File: src/shared/fspc_regs.vh
// register map, field positions, reset values and timing counts of the flash sequencer
`ifndef FSPC_REGS_VH
`define FSPC_REGS_VH
`define FSPC_ADDR_CTRL      4'h0
`define FSPC_ADDR_KEY       4'h4
`define FSPC_ADDR_IRQSTAT   4'h8
`define FSPC_ADDR_IRQMASK   4'hc
`define FSPC_BIT_START      15
`define FSPC_BIT_ENABLE     14
`define FSPC_BIT_SEQERR     13
`define FSPC_BIT_ERASE      6
`define FSPC_CTRL_WMASK     16'h404f
`define FSPC_CTRL_RESET     16'h0000
`define FSPC_KEY_FIRST      8'h55
`define FSPC_KEY_SECOND     8'haa
`define FSPC_OP_SEGMENT     4'hd
`define FSPC_OP_PAGE        4'h2
`define FSPC_OP_WORD        4'h3
`define FSPC_IRQ_DONE       0
`define FSPC_IRQ_SEQERR     1
`define FSPC_WORD_TIME_US   20
`define FSPC_PAGE_TIME_US   40
`define FSPC_CLK_MHZ        50
`define FSPC_WORD_CYCLES    (`FSPC_WORD_TIME_US * `FSPC_CLK_MHZ)
`define FSPC_PAGE_CYCLES    (`FSPC_PAGE_TIME_US * `FSPC_CLK_MHZ)
`define FSPC_PAGE_WORDS     512
`define FSPC_PAGE_LSB       9
`endif

File: src/rtl/fspc_flash_ctrl.v
// flash self-programming controller: wishbone registers, key unlock, sequencer
//
// Notes on behaviour
// RULE_01: one 24-bit word per program op; erase its page first.
// RULE_02: key 0x55 then 0xaa, consecutive writes, right before start.
// RULE_03: software waits out operation; two no-ops after start advised.
// RULE_04: erasing last page also clears stored configuration words.
// RULE_05: start bit 15 launches self-timed op; hardware clears when done.
// RULE_06: start bit set-only; writing zero has no effect.
// RULE_07: enable bit 14 permits erase/program; zero inhibits them.
// RULE_08: error bit 13 set on improper start or termination.
// RULE_09: erase-select bit 6 picks erase (1) or program (0).
// RULE_10: erase: 1101 segment, 0010 page; others do nothing.
// RULE_11: program: 0011 programs one word; others do nothing.
// RULE_12: control bits clear only on power-on reset.
// RULE_13: key register write-only, low byte; reads zero.
// RULE_14: control bits 12-7 and 5-4 read zero, ignore writes.
// RULE_15: processor stalled while an operation runs.
// RULE_16: page erase hits whole aligned 512-word page.
// RULE_17: start without key or enable: flash untouched, error set.
`default_nettype none
`include "fspc_regs.vh"
module fspc_flash_ctrl #(
  parameter [31:0] WORD_CYCLES = `FSPC_WORD_CYCLES,
  parameter [31:0] PAGE_CYCLES = `FSPC_PAGE_CYCLES,
  parameter        ADDR_W      = 16,
  parameter [15:0] LAST_PAGE   = 16'h001f
) (
  input  wire              mclk,
  input  wire              reset,
  input  wire              porReset,
  input  wire              wb_cyc_i,
  input  wire              wb_stb_i,
  input  wire              wb_we_i,
  input  wire [3:0]        wb_adr_i,
  input  wire [3:0]        wb_sel_i,
  input  wire [31:0]       wb_dat_i,
  output reg  [31:0]       wb_dat_o,
  output reg               wb_ack_o,
  input  wire [ADDR_W-1:0] targetAddr,
  input  wire              abortOp,
  output wire              cpuStall,
  output reg               flashErasePage,
  output reg               flashEraseSegment,
  output reg               flashProgramWord,
  output reg               flashClearConfig,
  output reg  [ADDR_W-1:0] flashAddr,
  output wire              irq
);
  localparam [1:0] ST_IDLE = 2'b01;
  localparam [1:0] ST_RUN  = 2'b10;

  ////////////////////////////////////////////////////////////////////////////
  // bus decode
  wire        wbReq    = wb_cyc_i && wb_stb_i && !wb_ack_o;
  wire        wbWrite  = wbReq && wb_we_i;
  wire        selLo    = wb_sel_i[0];
  wire        selHi    = wb_sel_i[1];
  wire        hitCtrl  = (wb_adr_i == `FSPC_ADDR_CTRL);
  wire        hitKey   = (wb_adr_i == `FSPC_ADDR_KEY);
  wire        hitStat  = (wb_adr_i == `FSPC_ADDR_IRQSTAT);
  wire        hitMask  = (wb_adr_i == `FSPC_ADDR_IRQMASK);

  reg  [1:0]  state_ff;
  reg         start_ff;
  reg         enable_ff;
  reg         seqErr_ff;
  reg         erase_ff;
  reg  [3:0]  opSel_ff;
  wire [1:0]  irqStat;
  wire [1:0]  irqEvent;
  wire [1:0]  irqClear;
  reg  [1:0]  irqMask_ff;
  wire        unlocked;
  wire        timerBusy;
  wire        timerDone;

  // an attempt to set start: a control write with bit 15 high in the upper lane
  wire        startTry = wbWrite && hitCtrl && selHi && wb_dat_i[`FSPC_BIT_START];
  wire        nxtEnable = (wbWrite && hitCtrl && selHi) ? wb_dat_i[`FSPC_BIT_ENABLE]
                                                         : enable_ff;
  wire        startOk  = startTry && unlocked && nxtEnable && (state_ff == ST_IDLE); // see RULE_02
  wire        startBad = startTry && !startOk;                                     // see RULE_17
  wire [3:0]  nxtOp    = (wbWrite && hitCtrl && selLo) ? wb_dat_i[3:0] : opSel_ff;
  wire        nxtErase = (wbWrite && hitCtrl && selLo) ? wb_dat_i[`FSPC_BIT_ERASE] : erase_ff;
  wire        doPage   = nxtErase && (nxtOp == `FSPC_OP_PAGE);     // see RULE_10
  wire        doSeg    = nxtErase && (nxtOp == `FSPC_OP_SEGMENT);  // see RULE_10
  wire        doWord   = !nxtErase && (nxtOp == `FSPC_OP_WORD);    // see RULE_09 RULE_11
  wire        doReal   = doPage || doSeg || doWord;
  // a system reset mid-run empties the timer; treat that as an improper end, not a hang
  wire        timerLost = (state_ff == ST_RUN) && !timerBusy && !timerDone;
  wire        termBad  = ((state_ff == ST_RUN) && abortOp) || timerLost; // see RULE_08
  wire        opEnd    = (state_ff == ST_RUN) && (timerDone || abortOp || timerLost);
  wire [ADDR_W-1:0] pageBase =
    {targetAddr[ADDR_W-1:`FSPC_PAGE_LSB], {`FSPC_PAGE_LSB{1'b0}}}; // see RULE_16
  wire        lastPage = (targetAddr / `FSPC_PAGE_WORDS) == LAST_PAGE;

  ////////////////////////////////////////////////////////////////////////////
  // key tracker and operation timer
  fspc_key_check uKey (
    .mclk     (mclk),
    .reset    (reset),
    .busWrite (wbWrite),
    .keyWrite (hitKey && selLo),
    .keyData  (wb_dat_i[7:0]),
    .consume  (startTry),
    .unlocked (unlocked)
  );

  fspc_op_timer #(
    .WORD_CYCLES (WORD_CYCLES),
    .PAGE_CYCLES (PAGE_CYCLES)
  ) uTimer (
    .mclk   (mclk),
    .reset  (reset),
    .launch (startOk && doReal),
    .longOp (doPage || doSeg),
    .busy   (timerBusy),
    .done   (timerDone)
  );

  ////////////////////////////////////////////////////////////////////////////
  // control register: cleared only by power-on reset, not the system reset
  always @(posedge mclk or posedge porReset) begin
    if (porReset) begin // see RULE_12
      start_ff  <= 1'b0;
      enable_ff <= 1'b0;
      seqErr_ff <= 1'b0;
      erase_ff  <= 1'b0;
      opSel_ff  <= 4'h0;
      state_ff  <= ST_IDLE;
    end else begin
      enable_ff <= nxtEnable;                     // see RULE_07
      erase_ff  <= nxtErase;
      opSel_ff  <= nxtOp;                         // only bits 6,3:0 stored, see RULE_14
      case (state_ff)
        ST_IDLE: begin
          if (startOk && doReal) begin            // see RULE_05 RULE_06
            start_ff <= 1'b1;
            state_ff <= ST_RUN;
          end
        end
        ST_RUN: begin
          if (opEnd) begin                        // hardware alone clears start, see RULE_05
            start_ff <= 1'b0;
            state_ff <= ST_IDLE;
          end
        end
        default: begin
          start_ff <= 1'b0;
          state_ff <= ST_IDLE;
        end
      endcase
      // set wins over a software clear in the same cycle
      if (startBad || termBad) begin              // see RULE_08 RULE_17
        seqErr_ff <= 1'b1;
      end else if (startOk) begin
        seqErr_ff <= 1'b0;
      end else if (wbWrite && hitCtrl && selHi) begin
        seqErr_ff <= wb_dat_i[`FSPC_BIT_SEQERR];
      end
    end
  end

  // no-op codes still count as a clean start: nothing runs, error cleared
  ////////////////////////////////////////////////////////////////////////////
  // flash strobes: one-cycle pulses at launch, page-aligned address for page erase only
  always @(posedge mclk or posedge reset) begin
    if (reset) begin
      flashErasePage    <= 1'b0;
      flashEraseSegment <= 1'b0;
      flashProgramWord  <= 1'b0;
      flashClearConfig  <= 1'b0;
      flashAddr         <= {ADDR_W{1'b0}};
    end else begin
      flashErasePage    <= startOk && doPage;               // see RULE_16
      flashEraseSegment <= startOk && doSeg;
      flashProgramWord  <= startOk && doWord;               // see RULE_01
      flashClearConfig  <= startOk && doPage && lastPage;   // see RULE_04
      if (startOk && doReal) begin
        flashAddr <= doPage ? pageBase : targetAddr;
      end
    end
  end

  // cpu held while the sequencer runs; bus stays live so software can poll
  assign cpuStall = (state_ff == ST_RUN) && timerBusy;      // see RULE_15

  ////////////////////////////////////////////////////////////////////////////
  // interrupt events and write-one clears, one bit per event
  assign irqEvent[`FSPC_IRQ_DONE]   = (state_ff == ST_RUN) && timerDone && !abortOp;
  assign irqEvent[`FSPC_IRQ_SEQERR] = startBad || termBad;
  assign irqClear = (wbWrite && hitStat && selLo) ? wb_dat_i[1:0] : 2'b00;

  // sticky status flops; the set term is ORed outside the clear gating so it beats a clear in the same cycle
  genvar gi;
  generate
    for (gi = 0; gi < 2; gi = gi + 1) begin : gIrqBit
      reg stat_ff;
      always @(posedge mclk or posedge reset) begin
        if (reset) begin
          stat_ff <= 1'b0;
        end else begin
          stat_ff <= irqEvent[gi] || (stat_ff && !irqClear[gi]);
        end
      end
      assign irqStat[gi] = stat_ff;
    end
  endgenerate

  // interrupt mask, owned by software
  always @(posedge mclk or posedge reset) begin
    if (reset) begin
      irqMask_ff <= 2'b00;
    end else if (wbWrite && hitMask && selLo) begin
      irqMask_ff <= wb_dat_i[1:0];
    end
  end

  assign irq = |(irqStat & irqMask_ff);

  ////////////////////////////////////////////////////////////////////////////
  // read mux and ack: answer one cycle after the request, unmapped reads zero
  always @(posedge mclk or posedge reset) begin
    if (reset) begin
      wb_ack_o <= 1'b0;
      wb_dat_o <= 32'h0;
    end else begin
      wb_ack_o <= wbReq;
      if (wbReq && !wb_we_i) begin
        if (hitCtrl) begin                                  // see RULE_14
          wb_dat_o <= {16'h0, start_ff, enable_ff, seqErr_ff, 6'h00, erase_ff,
                       2'b00, opSel_ff};
        end else if (hitStat) begin
          wb_dat_o <= {30'h0, irqStat};
        end else if (hitMask) begin
          wb_dat_o <= {30'h0, irqMask_ff};
        end else begin
          wb_dat_o <= 32'h0;                                // key reads zero, see RULE_13
        end
      end
    end
  end
endmodule // fspc_flash_ctrl
`default_nettype wire

File: src/rtl/fspc_key_check.v
// unlock key pair tracker: arms after 0x55 then 0xaa on consecutive bus writes
`default_nettype none
module fspc_key_check (
  input  wire       mclk,
  input  wire       reset,
  input  wire       busWrite,
  input  wire       keyWrite,
  input  wire [7:0] keyData,
  input  wire       consume,
  output wire       unlocked
);
`include "fspc_regs.vh"
  reg firstSeen_ff;
  reg armed_ff;
  reg nxt_firstSeen;
  reg nxt_armed;

  // any other bus write in between breaks the pair; arming lasts only until next write
  always @* begin
    nxt_firstSeen = firstSeen_ff;
    nxt_armed     = armed_ff;
    if (busWrite) begin
      nxt_firstSeen = keyWrite && (keyData == `FSPC_KEY_FIRST);
      nxt_armed     = keyWrite && firstSeen_ff && (keyData == `FSPC_KEY_SECOND);
    end
    if (consume) begin
      nxt_armed = 1'b0;
    end
  end

  always @(posedge mclk or posedge reset) begin
    if (reset) begin
      firstSeen_ff <= 1'b0;
      armed_ff     <= 1'b0;
    end else begin
      firstSeen_ff <= nxt_firstSeen;
      armed_ff     <= nxt_armed;
    end
  end

  assign unlocked = armed_ff;
endmodule // fspc_key_check
`default_nettype wire

File: src/rtl/fspc_op_timer.v
// self-timed operation counter; done pulses one cycle when the count runs out
`default_nettype none
`include "fspc_regs.vh"
module fspc_op_timer #(
  parameter [31:0] WORD_CYCLES = `FSPC_WORD_CYCLES,
  parameter [31:0] PAGE_CYCLES = `FSPC_PAGE_CYCLES
) (
  input  wire       mclk,
  input  wire       reset,
  input  wire       launch,
  input  wire       longOp,
  output wire       busy,
  output reg        done
);
  reg [31:0] count_ff;

  always @(posedge mclk or posedge reset) begin
    if (reset) begin
      count_ff <= 32'h0;
      done     <= 1'b0;
    end else begin
      done <= (count_ff == 32'h1) && !launch; // a reload must not end the new run
      if (launch) begin
        count_ff <= longOp ? PAGE_CYCLES : WORD_CYCLES;
      end else if (count_ff != 32'h0) begin
        count_ff <= count_ff - 32'h1;
      end
    end
  end

  assign busy = (count_ff != 32'h0);
endmodule // fspc_op_timer
`default_nettype wire

File: config.mk
export PLATFORM = sky130hd
export DESIGN_NAME = fspc_flash_ctrl
export DESIGN_NICKNAME = d
export VERILOG_FILES = /design/src/rtl/fspc_flash_ctrl.v /design/src/rtl/fspc_key_check.v /design/src/rtl/fspc_op_timer.v
export VERILOG_INCLUDE_DIRS = /design/src /design/src/shared
export SDC_FILE = /design/constraint.sdc
export NUM_CORES = 1
export LEC_CHECK = 0
export ABC_AREA = 1
export BUFFER_PORTS_ARGS = -buffer_cell sky130_fd_sc_hd__buf_2
export CAP_MARGIN = 20
export CORE_ASPECT_RATIO = 1.1
export CORE_MARGIN = 4
export CORE_UTILIZATION = 30
export CTS_BUF_LIST = sky130_fd_sc_hd__clkbuf_8
export CTS_CLUSTER_DIAMETER = 100
export DETAILED_ROUTE_END_ITERATION = 12
export PLACE_DENSITY = 0.52
export SYNTH_ARGS = -nofsm -noshare
export SYNTH_HDL_FRONTEND = slang
export SYNTH_SLANG_ARGS = --single-unit
File: constraint.sdc
create_clock -name mclk -period 5.5 [get_ports mclk]
set_input_delay 1.1 -clock mclk [delete_from_list [all_inputs] [get_ports mclk]]
set_output_delay 1.1 -clock mclk [all_outputs]
set_load 0.01 [all_outputs]
Yosys cells after proc, flatten, opt, wreduce, memory -nomap -nowiden. Index checks and enable logic that the tools add are counted.

Flip-flop bits (word level): 102. Output and inout bits: 55. Logic and storage cells: 121.

Add/subtract/negate cells: 1. Eq/ne operators: 14. Multiplexer cells: 22. Bitwise operators: 1. Reductions and logical operators: 63.

Operators by type and width (count): 32-bit two-way mux (2); 1-bit logical AND (38); 32-bit by 1-bit equality test with 1-bit output, second input constant (1); 32-bit nonzero test (1); 32-bit by 1-bit subtractor with 32-bit output, second input constant (1); 16-bit two-way mux (1); 4-bit equality test, second input constant (3); 11-bit two-way mux (1); 1-bit zero test (10); 2-bit two-way mux (5); 1-bit two-way mux (9); 9-bit two-way mux (1); 4-bit by 2-bit equality test with 1-bit output, second input constant (2); 8-bit by 7-bit equality test with 1-bit output, second input constant (1); 8-bit equality test, second input constant (1); 1-bit logical OR (8); 7-bit by 5-bit equality test with 1-bit output, second input constant (1); 4-bit by 3-bit equality test with 1-bit output, second input constant (1); 4-bit zero test (1); 4-bit two-way mux (1); 2-bit one-hot mux with 2 select lines (1); 2-bit nonzero test (2); 3-bit nonzero test (1); 2-bit bitwise AND (1); other kinds (7) (7).

Depth between registers and ports, before layout.
Word-level depth: 13. Depth in mapped cells: 14. Gate-level depth less buffers: 14.

Cells and area by module. A second synthesis with hierarchy kept.

Cell total of the unflattened synthesis: 634. Area, all modules: 4714.5 um^2.

By module, submodules not included: fspc_flash_ctrl (instances 1, cells an instance 291, area an instance 2447.3 um^2); fspc_op_timer (instances 1, cells an instance 319, area an instance 2119.5 um^2); fspc_key_check (instances 1, cells an instance 24, area an instance 147.6 um^2).

Worst setup path after synthesis. Ideal clock, no wire load.

Kind: input port to flip-flop. Start point: input wb_we_i. End point: register uTimer.count_ff[23]. Setup time: 126 ps. Arrival time: 2430 ps. Data required time: 5374 ps. Slack: 2944 ps. Stages on the path: 11. Path buffers: 2. Path through: buf_4 nand4_4 nor2_4 nand2_2 inv_1 nand2_1 nor3_4 nand3_1 nand2_1 buf_4 a21oi_1.

Cells in the longest elaborated chain, start to end: 10. Elaborated cells between the ends (all ways): 23. Those cells by class: eq/ne: 3; mux: 4; reduce/logical: 16.

Ends and longest elaborated chain: from (decl) (line fspc_flash_ctrl.v:34) `input wire wb_we_i,`; 1-bit logical AND (*) (line fspc_flash_ctrl.v:56) `wire wbWrite = wbReq && wb_we_i;`; 1-bit logical AND (*); 1-bit logical AND (line fspc_flash_ctrl.v:84, fspc_flash_ctrl.v:85); 4-bit two-way mux (line fspc_flash_ctrl.v:84) `wire [3:0] nxtOp = (wbWrite && hitCtrl && selLo) ? wb_dat_i[3:0] : opSel_ff;`; 4-bit by 2-bit equality test with 1-bit output (no source line) or 4-bit equality test (tied branches); 1-bit logical AND (on tied branches) (line fspc_flash_ctrl.v:86, fspc_flash_ctrl.v:87); 1-bit logical OR (2 in series) (line fspc_flash_ctrl.v:89) `wire doReal = doPage || doSeg || doWord;`; 1-bit logical AND (*) (line fspc_flash_ctrl.v:116) `.launch (startOk && doReal),`; 32-bit two-way mux or 2-bit nonzero test (tied branches); to (signal assigned) (line fspc_op_timer.v:24) `count_ff <= longOp ? PAGE_CYCLES : WORD_CYCLES;`; to (signal assigned) (line fspc_op_timer.v:26) `count_ff <= count_ff - 32'h1;`; to (decl) (line fspc_op_timer.v:15) `reg [31:0] count_ff;`.

Mark *: on every way between the ends. The rest lies on a longest branch, timed or not. A chain may end at the register's enable or synchronous reset.

Worst setup path in the final report.
Start point: input wb_adr_i[1]. End point: register uTimer.count_ff[3].

Cells in the longest elaborated chain, start to end: 10. Elaborated cells between the ends (all ways): 24. Those cells by class: eq/ne: 3; mux: 5; reduce/logical: 16.

Ends and longest elaborated chain: from (decl) (line fspc_flash_ctrl.v:35) `input wire [3:0] wb_adr_i,`; 4-bit zero test (no source line) (*); 1-bit logical AND (*); 1-bit logical AND (line fspc_flash_ctrl.v:84, fspc_flash_ctrl.v:85); 4-bit two-way mux (line fspc_flash_ctrl.v:84); 4-bit by 2-bit equality test with 1-bit output (no source line) or 4-bit equality test (tied branches); 1-bit logical AND (on tied branches) (line fspc_flash_ctrl.v:86, fspc_flash_ctrl.v:87); 1-bit logical OR (line fspc_flash_ctrl.v:89, fspc_flash_ctrl.v:117); 1-bit logical OR (line fspc_flash_ctrl.v:89); 1-bit logical AND (line fspc_flash_ctrl.v:116); 32-bit two-way mux or 2-bit nonzero test (tied branches).

Marked as above.

==> metrics.txt <==
status=finished, final reports clean; Detailed Route Iter0 Violations=125; share of cells above drive strength 1=0.229; CP startpoint kind=primary input; Initial Util=0.310; CP arrival=3.63 ns; max_cap viols=0; worst vdd ir=0.214 mV; Hold Crit Depth=2; final hold violation count=0; Nets=677; Layout Skew=approximately 0.0094 ns; global-route wire length before repair=between 15000 and 20000 um; post-layout minimum cycle time=about 3.3 ns; async set-reset flop share out of synthesis=1.00; Die Area=0.0164 mm2; highest-count cells in the layout ignoring fill and taps=101 x nand2_1, 83 x nor2_1, 76 x dfrtp_1; EDFF count, synth=0; routed wire length=9840 um; RR Startpoint=wb_ack_o; routed via count=about 3500; fmax=300 MHz; I/O Buffers=70; fill cell count=1517; hold path start=flashAddr[10]; antenna diode count=0; routability cong.=between 0.8 and 0.9; drt pass-1 iters=4; Post-CTS Setup Bufs=0; wire per inst=~12 um; clock sink count=77; unrepaired setup endpoints after global routing=no; vias in the first global route=3500; crit path from=wb_adr_i[1]; initial antenna violation count=0; Cell Pwr Density=240 mW/mm2; Most used DFF post-synth=dfrtp_1; maximum root-to-sink buffer count=2; Slew HR=0.430; Critical Path RT=5.80 ns; largest net degree at the start of global routing=52; H-tree level count=3; Remaining Overflow, GRT=0; leakage power=0.00259 uW; Hold Path Class=flop to flop; synth warn=0; Tot Pwr=1210 uW; Finished Core Util=0.359; drc violations=0; # resized after CTS=0; final setup fails=0; Post-DP HPWL=7520 um; CTS buffer count=9; Crit. End Element=flop; share of the yosys chip area belonging to registers=0.446; worst-margin pin slew=0.854 ns; Placeable Area=around 0.014 mm2; period utilization=0.606; Mapped Area=0.00433 mm2; mean area per synthesized cell=just over 8 um2; I/O pins=118; Clock Latency Late Sink=0.36 ns; worst r2r path cells=13; area delta synth->final=16.0%; Die X=123 um; Core Rows=45; GRT Util Overall=0.128; synth unique cells=46; routed vias/inst=about 4.4; Crit Path Class=primary input to flop; Root Driver=clkbuf_8; Cells after Synth=around 540; hold_buf cts=0; max-slew violations=0; die height=approximately 130 um; CTS tree=built; setup TNS=0 ns; Final ANT Viol Nets=0; Reg clk slew, reported paths=0.08 ns; peak fanout along the critical path=21; most common cell after layout, fill and taps aside=nand2_1; #FFs+latches synth=77
==> stage by stage <==
step | cell area [um2] | std cells | hold WS [ns] | setup WS, ns
2_1_floorplan | 4410 | 560 | 0.452 | 2.69
3_3_place_gp | 4760 | 788 | 0.462 | 1.82
3_5_place_dp | 4760 | 788 | 0.461 | 1.71
4_1_cts | 5020 | 804 | 0.489 | 2.13
5_1_grt | 5020 | 804 | 0.504 | 1.77
6_report | 5020 | 804 | 0.485 | 2.17
==> sequential cells by signal, indices dropped and copies added, names as in the netlist, 2 cells and up <==
signal           count
flashAddr           16
gIrqBit.stat_ff      2
wb_dat_o             8
uTimer.count_ff     32
state_ff             2
opSel_ff             4
irqMask_ff           2
==> synth_stat cells, types with 2 or more instances <==
cell | instances | share of area
inv_2 | 4 | 0.0035
o21ai_0 | 23 | 0.027
nor2_1 | 83 | 0.072
nand3_4 | 2 | 0.0081
nand3b_1 | 4 | 0.0069
nand4_1 | 9 | 0.013
nor2_4 | 3 | 0.0078
xor2_1 | 7 | 0.014
nand3_2 | 2 | 0.0046
nor3_4 | 2 | 0.0075
nand3_1 | 30 | 0.035
a21oi_1 | 14 | 0.016
nor3_1 | 11 | 0.013
a41oi_1 | 2 | 0.0040
or2_2 | 5 | 0.0072
nor4_1 | 2 | 0.0029
o21ai_2 | 11 | 0.022
buf_6 | 2 | 0.0052
inv_1 | 70 | 0.061
o31ai_1 | 3 | 0.0052
nor2_2 | 3 | 0.0043
xnor2_1 | 4 | 0.0081
ha_1 | 3 | 0.0087
nor3_2 | 5 | 0.012
nand2_1 | 101 | 0.088
buf_4 | 28 | 0.049
nand2_2 | 10 | 0.014
dfrtp_1 | 76 | 0.44
==> cells by family after synthesis <==
kind of cell / share of synthesized area
AOI/OAI and AO/OA: 0.0865
buffers and inverters: 0.124
DFF: 0.446
adders and majority gates: 0.00868
xor gates and xnor gates: 0.0223
and+or+nand+nor: 0.312
other: 0.000867
==> report_power, final <==
part / internal, uW / total, uW / switching (uW)
registers: 576 / 582 / 5.46
logic: 24.9 / 80.4 / 55.5
clock network: 327 / 543 / 216
==> final timing paths <==
check | endpoint | slack (ns)
max | uTimer.count_ff[3] | 2.17
min | flashAddr[10] | 0.48
max reg2reg | uTimer.count_ff[3] | 2.67
min reg2reg | flashAddr[10] | 0.48
max in group asynchronous | uTimer.count_ff[15] | 3.81
min in group asynchronous | opSel_ff[1] | 0.68
==> critical path: stages <==
cell     delay [ns]
buf_2          0.11
nor2_2         0.11
nand2_1        0.12
inv_2          0.18
nand3_4        0.12
nand2_1        0.09
nand2_2        0.11
nor2_1         0.18
nand2_1        0.30
nand2_1        0.18
nand2_2        0.09
nand2_1        0.65
nor2_1         0.15
nor2_1         0.14
==> area by class of cell <==
cell class / instances / area [um2] / area share
Clock buffer: 11 / 151 / 0.0302
Clock inverter: 5 / 106 / 0.0212
Inverter: 75 / 283 / 0.0563
Multi-Input combinational cell: 376 / 1950 / 0.388
Sequential cell: 77 / 1930 / 0.384
Tap cell: 188 / 235 / 0.0469
Timing Repair Buffer: 72 / 365 / 0.0728
==> layer usage <==
metal	GRT usage	part of all wire	vias to the layer above
met2	0.204	0.47	86
met3	0.0257	0.058	13
met1	0.168	0.45	1640
met4	0.0554	0.020	0
met5	0	0	-
li1	-	-	1802
Note: power is estimated with default switching activity, not from simulation.
